**src/design/nv_access_pkg.sv**
```systemverilog
package nv_access_pkg;

    // register map: data-memory sector and offset within the sector
    localparam logic [7:0] LOC_SECTOR      = 8'h00;
    localparam logic [7:0] LOC_OFFSET      = 8'h40;
    localparam logic [7:0] VAL_SECTOR      = 8'h00;
    localparam logic [7:0] VAL_OFFSET      = 8'h41;
    localparam logic [7:0] CTRL_SECTOR     = 8'h01;
    localparam logic [7:0] CTRL_OFFSET     = 8'h3E;
    localparam logic [7:0] IRQ_SECTOR      = 8'h00;
    localparam logic [7:0] IRQ_OFFSET      = 8'h42;

    // nv_control field positions
    localparam int         FETCH_TRIG_BIT  = 0;
    localparam int         FETCH_PERM_BIT  = 1;
    localparam int         PROG_TRIG_BIT   = 2;
    localparam int         PROG_PERM_BIT   = 3;
    // interrupt register field positions
    localparam int         DONE_FLAG_BIT   = 0;
    localparam int         DONE_EN_BIT     = 1;

    // reset values
    localparam logic [7:0] LOC_RESET       = 8'h00;
    localparam logic [7:0] VAL_RESET       = 8'h00;
    localparam logic [3:0] CTRL_RESET      = 4'h0;

    // array geometry
    localparam int         NV_DEPTH        = 256;
    localparam int         NV_AW           = 8;
    localparam int         NV_DW           = 8;

    // timing
    localparam int         CLK_PERIOD_NS   = 5;
    localparam int         PROG_TIME_US    = 2000;
    localparam int         PROG_CYCLES     = (PROG_TIME_US * 1000) / CLK_PERIOD_NS;
    localparam int         FETCH_CYCLES    = 2;

    typedef enum logic [1:0] {
        ST_IDLE,
        ST_FETCH,
        ST_PROG
    } nv_state_t;

endpackage

```
**src/design/nv_array_if.sv**
```systemverilog
interface nv_array_if;
    import nv_access_pkg::*;
    logic                 wr_en;
    logic [NV_AW-1:0]     addr;
    logic [NV_DW-1:0]     wdata;
    logic [NV_DW-1:0]     rdata;

    modport ctrl (output wr_en, output addr, output wdata, input rdata);
    modport mem  (input wr_en, input addr, input wdata, output rdata);
endinterface

```
**src/design/nv_byte_access_ctrl.sv**
```systemverilog
module nv_byte_access_ctrl
    import nv_access_pkg::*;
#(
    parameter int PROG_CYC  = PROG_CYCLES,
    parameter int FETCH_CYC = FETCH_CYCLES
) (
    // clock and reset
    input  wire logic       mclk_i,
    input  wire logic       rst_n_i,
    // data-memory register port
    input  wire logic [7:0] sector_i,
    input  wire logic [7:0] offset_i,
    input  wire logic       wr_i,
    input  wire logic [7:0] wdata_i,
    output logic      [7:0] rdata_o,
    // status
    output logic            busy_o,
    output logic            done_irq_o
);
    import nv_access_pkg::*;

    ////////////////////////////////////////////////////////////////////////////
    function automatic logic hit(input logic [7:0] sec, input logic [7:0] off);
        hit = (sector_i == sec) && (offset_i == off);
    endfunction

    logic             loc_hit;
    logic             val_hit;
    logic             ctrl_hit;
    logic             irq_hit;
    assign loc_hit  = hit(LOC_SECTOR, LOC_OFFSET);
    assign val_hit  = hit(VAL_SECTOR, VAL_OFFSET);
    assign ctrl_hit = hit(CTRL_SECTOR, CTRL_OFFSET);
    assign irq_hit  = hit(IRQ_SECTOR, IRQ_OFFSET);

    logic [7:0]       loc_r;
    logic [7:0]       val_r;
    logic             prog_perm_r;
    logic             prog_trig_r;
    logic             fetch_perm_r;
    logic             fetch_trig_r;
    logic             done_flag_r;
    logic             done_en_r;
    nv_state_t        state_r;
    nv_state_t        state_nxt;
    logic [31:0]      cnt_r;
    logic [NV_AW-1:0] op_addr_r;
    logic [NV_DW-1:0] op_data_r;

    nv_array_if       arr ();

    nv_store_array #(
        .DEPTH (NV_DEPTH)
    ) u_store (
        .mclk_i (mclk_i),
        .port   (arr.mem)
    );

    ////////////////////////////////////////////////////////////////////////////
    logic             ctrl_wr;
    logic             start_prog;
    logic             start_fetch;
    logic             cyc_end;
    assign ctrl_wr = wr_i && ctrl_hit;
    // trigger only counts if the permit was already set beforehand
    assign start_prog  = ctrl_wr && wdata_i[PROG_TRIG_BIT] && prog_perm_r
                         && (state_r == ST_IDLE);
    assign start_fetch = ctrl_wr && wdata_i[FETCH_TRIG_BIT] && fetch_perm_r
                         && !start_prog && (state_r == ST_IDLE);
    assign cyc_end = (state_r != ST_IDLE) && (cnt_r == 32'h0000_0000);

    always_comb begin
        state_nxt = state_r;
        case (state_r)
            ST_IDLE: begin
                if (start_prog) begin
                    state_nxt = ST_PROG;
                end else if (start_fetch) begin
                    state_nxt = ST_FETCH;
                end
            end
            ST_FETCH,
            ST_PROG: begin
                if (cyc_end) begin
                    state_nxt = ST_IDLE;
                end
            end
            default: state_nxt = ST_IDLE;
        endcase
    end

    always_ff @(posedge mclk_i) begin
        if (!rst_n_i) begin
            state_r <= ST_IDLE;
        end else begin
            state_r <= state_nxt;
        end
    end

    // cycle timer
    always_ff @(posedge mclk_i) begin
        if (!rst_n_i) begin
            cnt_r <= 32'h0000_0000;
        end else if (start_prog) begin
            cnt_r <= 32'(PROG_CYC - 1);
        end else if (start_fetch) begin
            cnt_r <= 32'(FETCH_CYC - 1);
        end else if (cnt_r != 32'h0000_0000) begin
            cnt_r <= cnt_r - 32'h0000_0001;
        end
    end

    // snapshot so later loc/val writes cannot change the operation's address or data (clearing the program permit still cancels the write)
    always_ff @(posedge mclk_i) begin
        if (!rst_n_i) begin
            op_addr_r <= LOC_RESET;
            op_data_r <= VAL_RESET;
        end else if (start_prog || start_fetch) begin
            op_addr_r <= loc_r;
            op_data_r <= val_r;
        end
    end

    assign arr.addr  = op_addr_r;
    assign arr.wdata = op_data_r;
    assign arr.wr_en = (state_r == ST_PROG) && cyc_end && prog_perm_r;

    ////////////////////////////////////////////////////////////////////////////
    always_ff @(posedge mclk_i) begin
        if (!rst_n_i) begin
            loc_r <= LOC_RESET;
        end else if (wr_i && loc_hit) begin
            loc_r <= wdata_i;
        end
    end

    // read result wins over a software write in the same cycle
    always_ff @(posedge mclk_i) begin
        if (!rst_n_i) begin
            val_r <= VAL_RESET;
        end else if ((state_r == ST_FETCH) && cyc_end) begin
            val_r <= arr.rdata;
        end else if (wr_i && val_hit) begin
            val_r <= wdata_i;
        end
    end

    always_ff @(posedge mclk_i) begin
        if (!rst_n_i) begin
            prog_perm_r  <= CTRL_RESET[PROG_PERM_BIT];
            fetch_perm_r <= CTRL_RESET[FETCH_PERM_BIT];
        end else if (ctrl_wr) begin
            prog_perm_r  <= wdata_i[PROG_PERM_BIT];
            fetch_perm_r <= wdata_i[FETCH_PERM_BIT];
        end
    end

    // triggers: set only by an accepted start, cleared by hardware at end
    always_ff @(posedge mclk_i) begin
        if (!rst_n_i) begin
            prog_trig_r <= CTRL_RESET[PROG_TRIG_BIT];
        end else if (start_prog) begin
            prog_trig_r <= 1'b1;
        end else if ((state_r == ST_PROG) && cyc_end) begin
            prog_trig_r <= 1'b0;
        end
    end

    always_ff @(posedge mclk_i) begin
        if (!rst_n_i) begin
            fetch_trig_r <= CTRL_RESET[FETCH_TRIG_BIT];
        end else if (start_fetch) begin
            fetch_trig_r <= 1'b1;
        end else if ((state_r == ST_FETCH) && cyc_end) begin
            fetch_trig_r <= 1'b0;
        end
    end

    // done flag: hardware set wins over a software clear
    always_ff @(posedge mclk_i) begin
        if (!rst_n_i) begin
            done_flag_r <= 1'b0;
            done_en_r   <= 1'b0;
        end else begin
            if ((state_r == ST_PROG) && cyc_end) begin
                done_flag_r <= 1'b1;
            end else if (wr_i && irq_hit) begin
                done_flag_r <= wdata_i[DONE_FLAG_BIT];
            end
            if (wr_i && irq_hit) begin
                done_en_r <= wdata_i[DONE_EN_BIT];
            end
        end
    end

    ////////////////////////////////////////////////////////////////////////////
    always_comb begin
        rdata_o = 8'h00;
        if (loc_hit) begin
            rdata_o = loc_r;
        end else if (val_hit) begin
            rdata_o = val_r;
        end else if (ctrl_hit) begin
            rdata_o = {4'h0, prog_perm_r, prog_trig_r,
                       fetch_perm_r, fetch_trig_r};
        end else if (irq_hit) begin
            rdata_o = {6'h00, done_en_r, done_flag_r};
        end
    end

    assign busy_o     = (state_r != ST_IDLE);
    assign done_irq_o = done_flag_r && done_en_r;
endmodule

```
**src/design/nv_store_array.sv**
```systemverilog
module nv_store_array
    import nv_access_pkg::*;
#(
    parameter int DEPTH = NV_DEPTH
) (
    input  wire logic       mclk_i,
    nv_array_if.mem         port
);
    // not reset: contents are nonvolatile by intent
    logic [NV_DW-1:0] cells [DEPTH];
    logic [NV_DW-1:0] rdata_r;

    always_ff @(posedge mclk_i) begin
        if (port.wr_en) begin
            cells[port.addr] <= port.wdata;
        end
    end

    always_ff @(posedge mclk_i) begin
        rdata_r <= cells[port.addr];
    end

    assign port.rdata = rdata_r;
endmodule

```
**config.mk**
```make
export PLATFORM = sky130hd
export DESIGN_NAME = nv_byte_access_ctrl
export DESIGN_NICKNAME = d
export VERILOG_FILES = /design/src/design/nv_access_pkg.sv /design/src/design/nv_array_if.sv /design/src/design/nv_byte_access_ctrl.sv /design/src/design/nv_store_array.sv
export SDC_FILE = /design/constraint.sdc
export NUM_CORES = 2
export LEC_CHECK = 0
export BUFFER_PORTS_ARGS = -buffer_cell sky130_fd_sc_hd__buf_4
export CAP_MARGIN = 0
export CORE_MARGIN = 2
export CORE_UTILIZATION = 62
export CTS_CLUSTER_SIZE = 12
export DETAILED_ROUTE_END_ITERATION = 10
export GPL_TIMING_DRIVEN = 0
export PLACE_DENSITY = 0.83
export SETUP_SLACK_MARGIN = 0.3
export SKIP_LAST_GASP = 1
export SYNTH_ARGS = -nofsm -noshare
export SYNTH_HDL_FRONTEND = slang
export SYNTH_HIERARCHICAL = 1
export SYNTH_SLANG_ARGS = --single-unit
```
**constraint.sdc**
```tcl
create_clock -name mclk_i -period 6.3 [get_ports mclk_i]
set_clock_uncertainty 0.15 [all_clocks]
set_input_delay 0.63 -clock mclk_i [delete_from_list [all_inputs] [get_ports mclk_i]]
set_output_delay 0.63 -clock mclk_i [all_outputs]
set_load 0.01 [all_outputs]
```
==> flow_metrics.env <==
export IMPL_grt_pass1_vias=45413
export IMPL_hold_path_class="in2reg"
export IMPL_ioPinCount=37
export IMPL_synth_async_sr_flop_share_pct=0
export IMPL_syn_inst=3962
export IMPL_clock_sinks=2128
export IMPL_drive_above_1_share_pct=22.00
export IMPL_cts_tree="yes"
export IMPL_fmax_ghz=0.1640
export IMPL_layout_min_cycle_time_ns=6.096
export IMPL_start_util_pct=62.43
export IMPL_wl_per_cell_um=38.29
export IMPL_gp_congestion=1.004
export IMPL_avgSynthCellArea_um2=20.69
export IMPL_layout_area_overhead_vs_synth_pct=11.13
export IMPL_worstPathMaxFanout=10
export IMPL_ant_nets=0
export IMPL_ys_top_cells_by_area="edfxtp_1 75%, mux4_2 14%, a22oi_1 2.4%"
export IMPL_yosysWarnings=6
export IMPL_grt_first_pass_wirelength_um=329000
export IMPL_port_buffer_count=36
export IMPL_track_usage_pct=34.83
export IMPL_vias=45775
export IMPL_via_per_inst=7.508
export IMPL_fin_crit_sh_pct=96.76
export IMPL_cp_required_ns=6.60
export IMPL_hold_viol_final=0
export IMPL_power_density_nw_per_um2=298.7
export IMPL_layout_cells_non_filler=6097
export IMPL_coreArea_um2=131300
export IMPL_cts_root_buf="clkbuf_16"
export IMPL_yosys_most_used_dff="edfxtp_1"
export IMPL_drt_iter0_markers=8589
export IMPL_tightest_slew_ns=1.716
export IMPL_grt_max_degree=97
export IMPL_nets=4274
export IMPL_critPathKind="reg2reg"
export IMPL_outcome="finished, violations left"
export IMPL_r2r_cells=11
export IMPL_p_leak_nw=22.31
export IMPL_post_route_util_pct=69.38
export IMPL_rsz0062_at_grt="true"
export IMPL_cts_buffers=204
export IMPL_yosys_top_cells_count="2,048 x edfxtp_1, 512 x mux4_2, 276 x nor2_1, 257 x a22oi_1, 157 x clkbuf_1"
export IMPL_synth_top_area_share_pct=75.02
export IMPL_clk_pin_slew_worst_paths_ns=0.06
export IMPL_worstReg2RegEnd="u_store/cells[191][3]"
export IMPL_regToRegSetupSlack_ns=0.20
export IMPL_cp_arrival_ns=6.40
export IMPL_synth_fp_nets=3994
export IMPL_drc=0
export IMPL_htreeDepth=4
export IMPL_maxCapViolCount=3
export IMPL_synth_area_um2=81970
export IMPL_setup_violations=0
export IMPL_die_h_um=367.6
export IMPL_fillers=7207
export IMPL_drtPass1Iterations=9
export IMPL_yosysMostFrequentCell="edfxtp_1"
export IMPL_final_max_slew_viol_count=33
export IMPL_total_power_mw=27.21
export IMPL_hp_start="wr_i"
export IMPL_violations="max-capacitance violations, max-slew violations"
export IMPL_dp_cells=5776
export IMPL_dieArea_um2=135100
export IMPL_crit_reg2reg_launch="cnt_r[4]"
export IMPL_max_slew_margin_pct=-14.37
export IMPL_synth_edf_count=2048
export IMPL_cts_path_max_buffers=3
export IMPL_clock_latency_ns=0.85
export IMPL_ir_worst_vdd_uv=286.7
export IMPL_overflow=0
export IMPL_synthDistinctLibCells=58
export IMPL_rows=133
export IMPL_startpoint_type="flop"
export IMPL_wl_um=233400
export IMPL_place_hpwl_um=140000
export IMPL_worstHoldEndpoint="done_en_r"
export IMPL_ys_seq_elements=2128
export IMPL_antenna_found_initial=14
export IMPL_hold_depth=4
export IMPL_die_w_um=367.6
export IMPL_ys_seq_area_share_pct=76.98
export IMPL_yosys_area_top_type="edfxtp_1"
export IMPL_crit_path_end_kind="flop"
cell usage in the layout (no fill, tap or decap), types with 7 or more instances in the layout:
master         count
dlygate4sd3_1      9
nor2b_1           10
nor3_1            29
diode_2           11
clkbuf_2          15
nand3_1           22
mux2i_1           13
a22oi_1          257
xnor2_1           19
buf_2             43
buf_1             19
o41ai_1           34
buf_16            20
nand2_1           87
dfxtp_1           72
edfxtp_1        2048
clkbuf_16        208
nand4_1           13
nor4_1            12
buf_4             55
inv_1              7
clkbuf_1         193
dfxtp_4            8
nor2_2            28
or3_1              7
nor3_2            12
clkinv_2           7
a21oi_1          154
clkinv_1          16
mux4_2           512
nor2_1           248
a31oi_1           11
o21ai_0           17
nand2b_1           7
buf_6             17
or4_1              9
worst max path at each step:
stage / from / end / slack, ns / cells past startpoint
after CTS: cnt_r[4] / u_store/cells[212][1] / 0.52 / 10
after detailed placement: cnt_r[4] / u_store/cells[212][7] / 0.60 / 10
after global placement: arr.wdata[1] / u_store/cells[86][1] / -2.02 / 0
final: cnt_r[4] / u_store/cells[191][3] / 0.20 / 11
after floorplan: arr.wdata[0] / u_store/cells[0][0] / 1.90 / 0
after global routing: cnt_r[4] / u_store/cells[79][5] / 0.14 / 11
registers in the layout, indices dropped and copies added, names as in the netlist:
| register | cells |
|---|---|
| u_store/cells | 2048 |
| fetch_trig_r | 1 |
| loc_r | 8 |
| done_en_r | 1 |
| cnt_r | 32 |
| fetch_perm_r | 1 |
| val_r | 8 |
| arr.wdata | 8 |
| u_store/port.rdata | 8 |
| prog_perm_r | 1 |
| prog_trig_r | 1 |
| state_r | 2 |
| arr.addr | 8 |
| done_flag_r | 1 |
where the power goes:
group	total (mW)	switching, mW	internal (mW)
combinational	0.720	0.444	0.276
sequential	15.4	0.0775	15.3
clock	11.1	5.04	6.04
total	27.2	5.56	21.7
worst max-delay path, stage by stage, from the launching register on:
cell,delay (ns)
dfxtp_1,0.35
nor4_2,0.66
and3_1,0.26
clkbuf_1,0.28
clkbuf_1,0.46
and3_1,0.22
and4_1,0.56
inv_1,0.18
nor2_1,0.34
nand2_1,0.47
clkbuf_1,0.83
nor2_1,0.93
per-layer routing:
layer | vias to the layer above | routed length [µm] | global-route usage, %
li1 | 17081 | - | -
met4 | 12 | 17410 | 21.10
met3 | 1047 | 36410 | 12.82
met5 | - | 80 | 0
met1 | 22926 | 71280 | 43.14
met2 | 4709 | 108300 | 52.94
logic make-up after synthesis:
family	share of synthesized area (%)
XOR/XNOR	0.2671
flip-flops	76.98
adder cells (fa/ha/maj)	0.07632
multiplexers	14.23
buffers and inverters	1.479
AO/OA/AOI/OAI	4.161
AND/OR/NAND/NOR	2.813
layout make-up:
type	instances	area [µm²]	area share, %
antenna	11	27.53	0.03022
buffer	251	1200	1.317
clock buffer	259	5406	5.935
clock inverter	36	334.1	0.3667
inverter	8	30.03	0.03296
multi-input combinational	1575	17790	19.52
sequential	2128	63130	69.30
tap	1755	2196	2.410
timing repair buffer	74	985.9	1.082
timing repair:
action,4_1_cts,5_1_grt
hold buffers,9,0
setup endpoints to repair,0,284
resized for setup,0,28
buffers inserted,0,3
hold endpoints to repair,18,0
through the flow:
| step | setup WS, ns | instance area [µm²] | setup TNS, ns | hold WS (ns) |
|---|---|---|---|---|
| after detailed placement | 0.6003 | 85070 | 0 | 0.3067 |
| after floorplan | 1.897 | 81970 | 0 | 0.2785 |
| after global placement | -2.022 | 84440 | -3595.49 | 0.2971 |
| final | 0.2039 | 91100 | 0 | 0.1301 |
| after CTS | 0.5217 | 90900 | 0 | 0.08979 |
| after global routing | 0.1404 | 91070 | 0 | 0.1419 |
No activity file was read; power rests on OpenSTA's default activity.
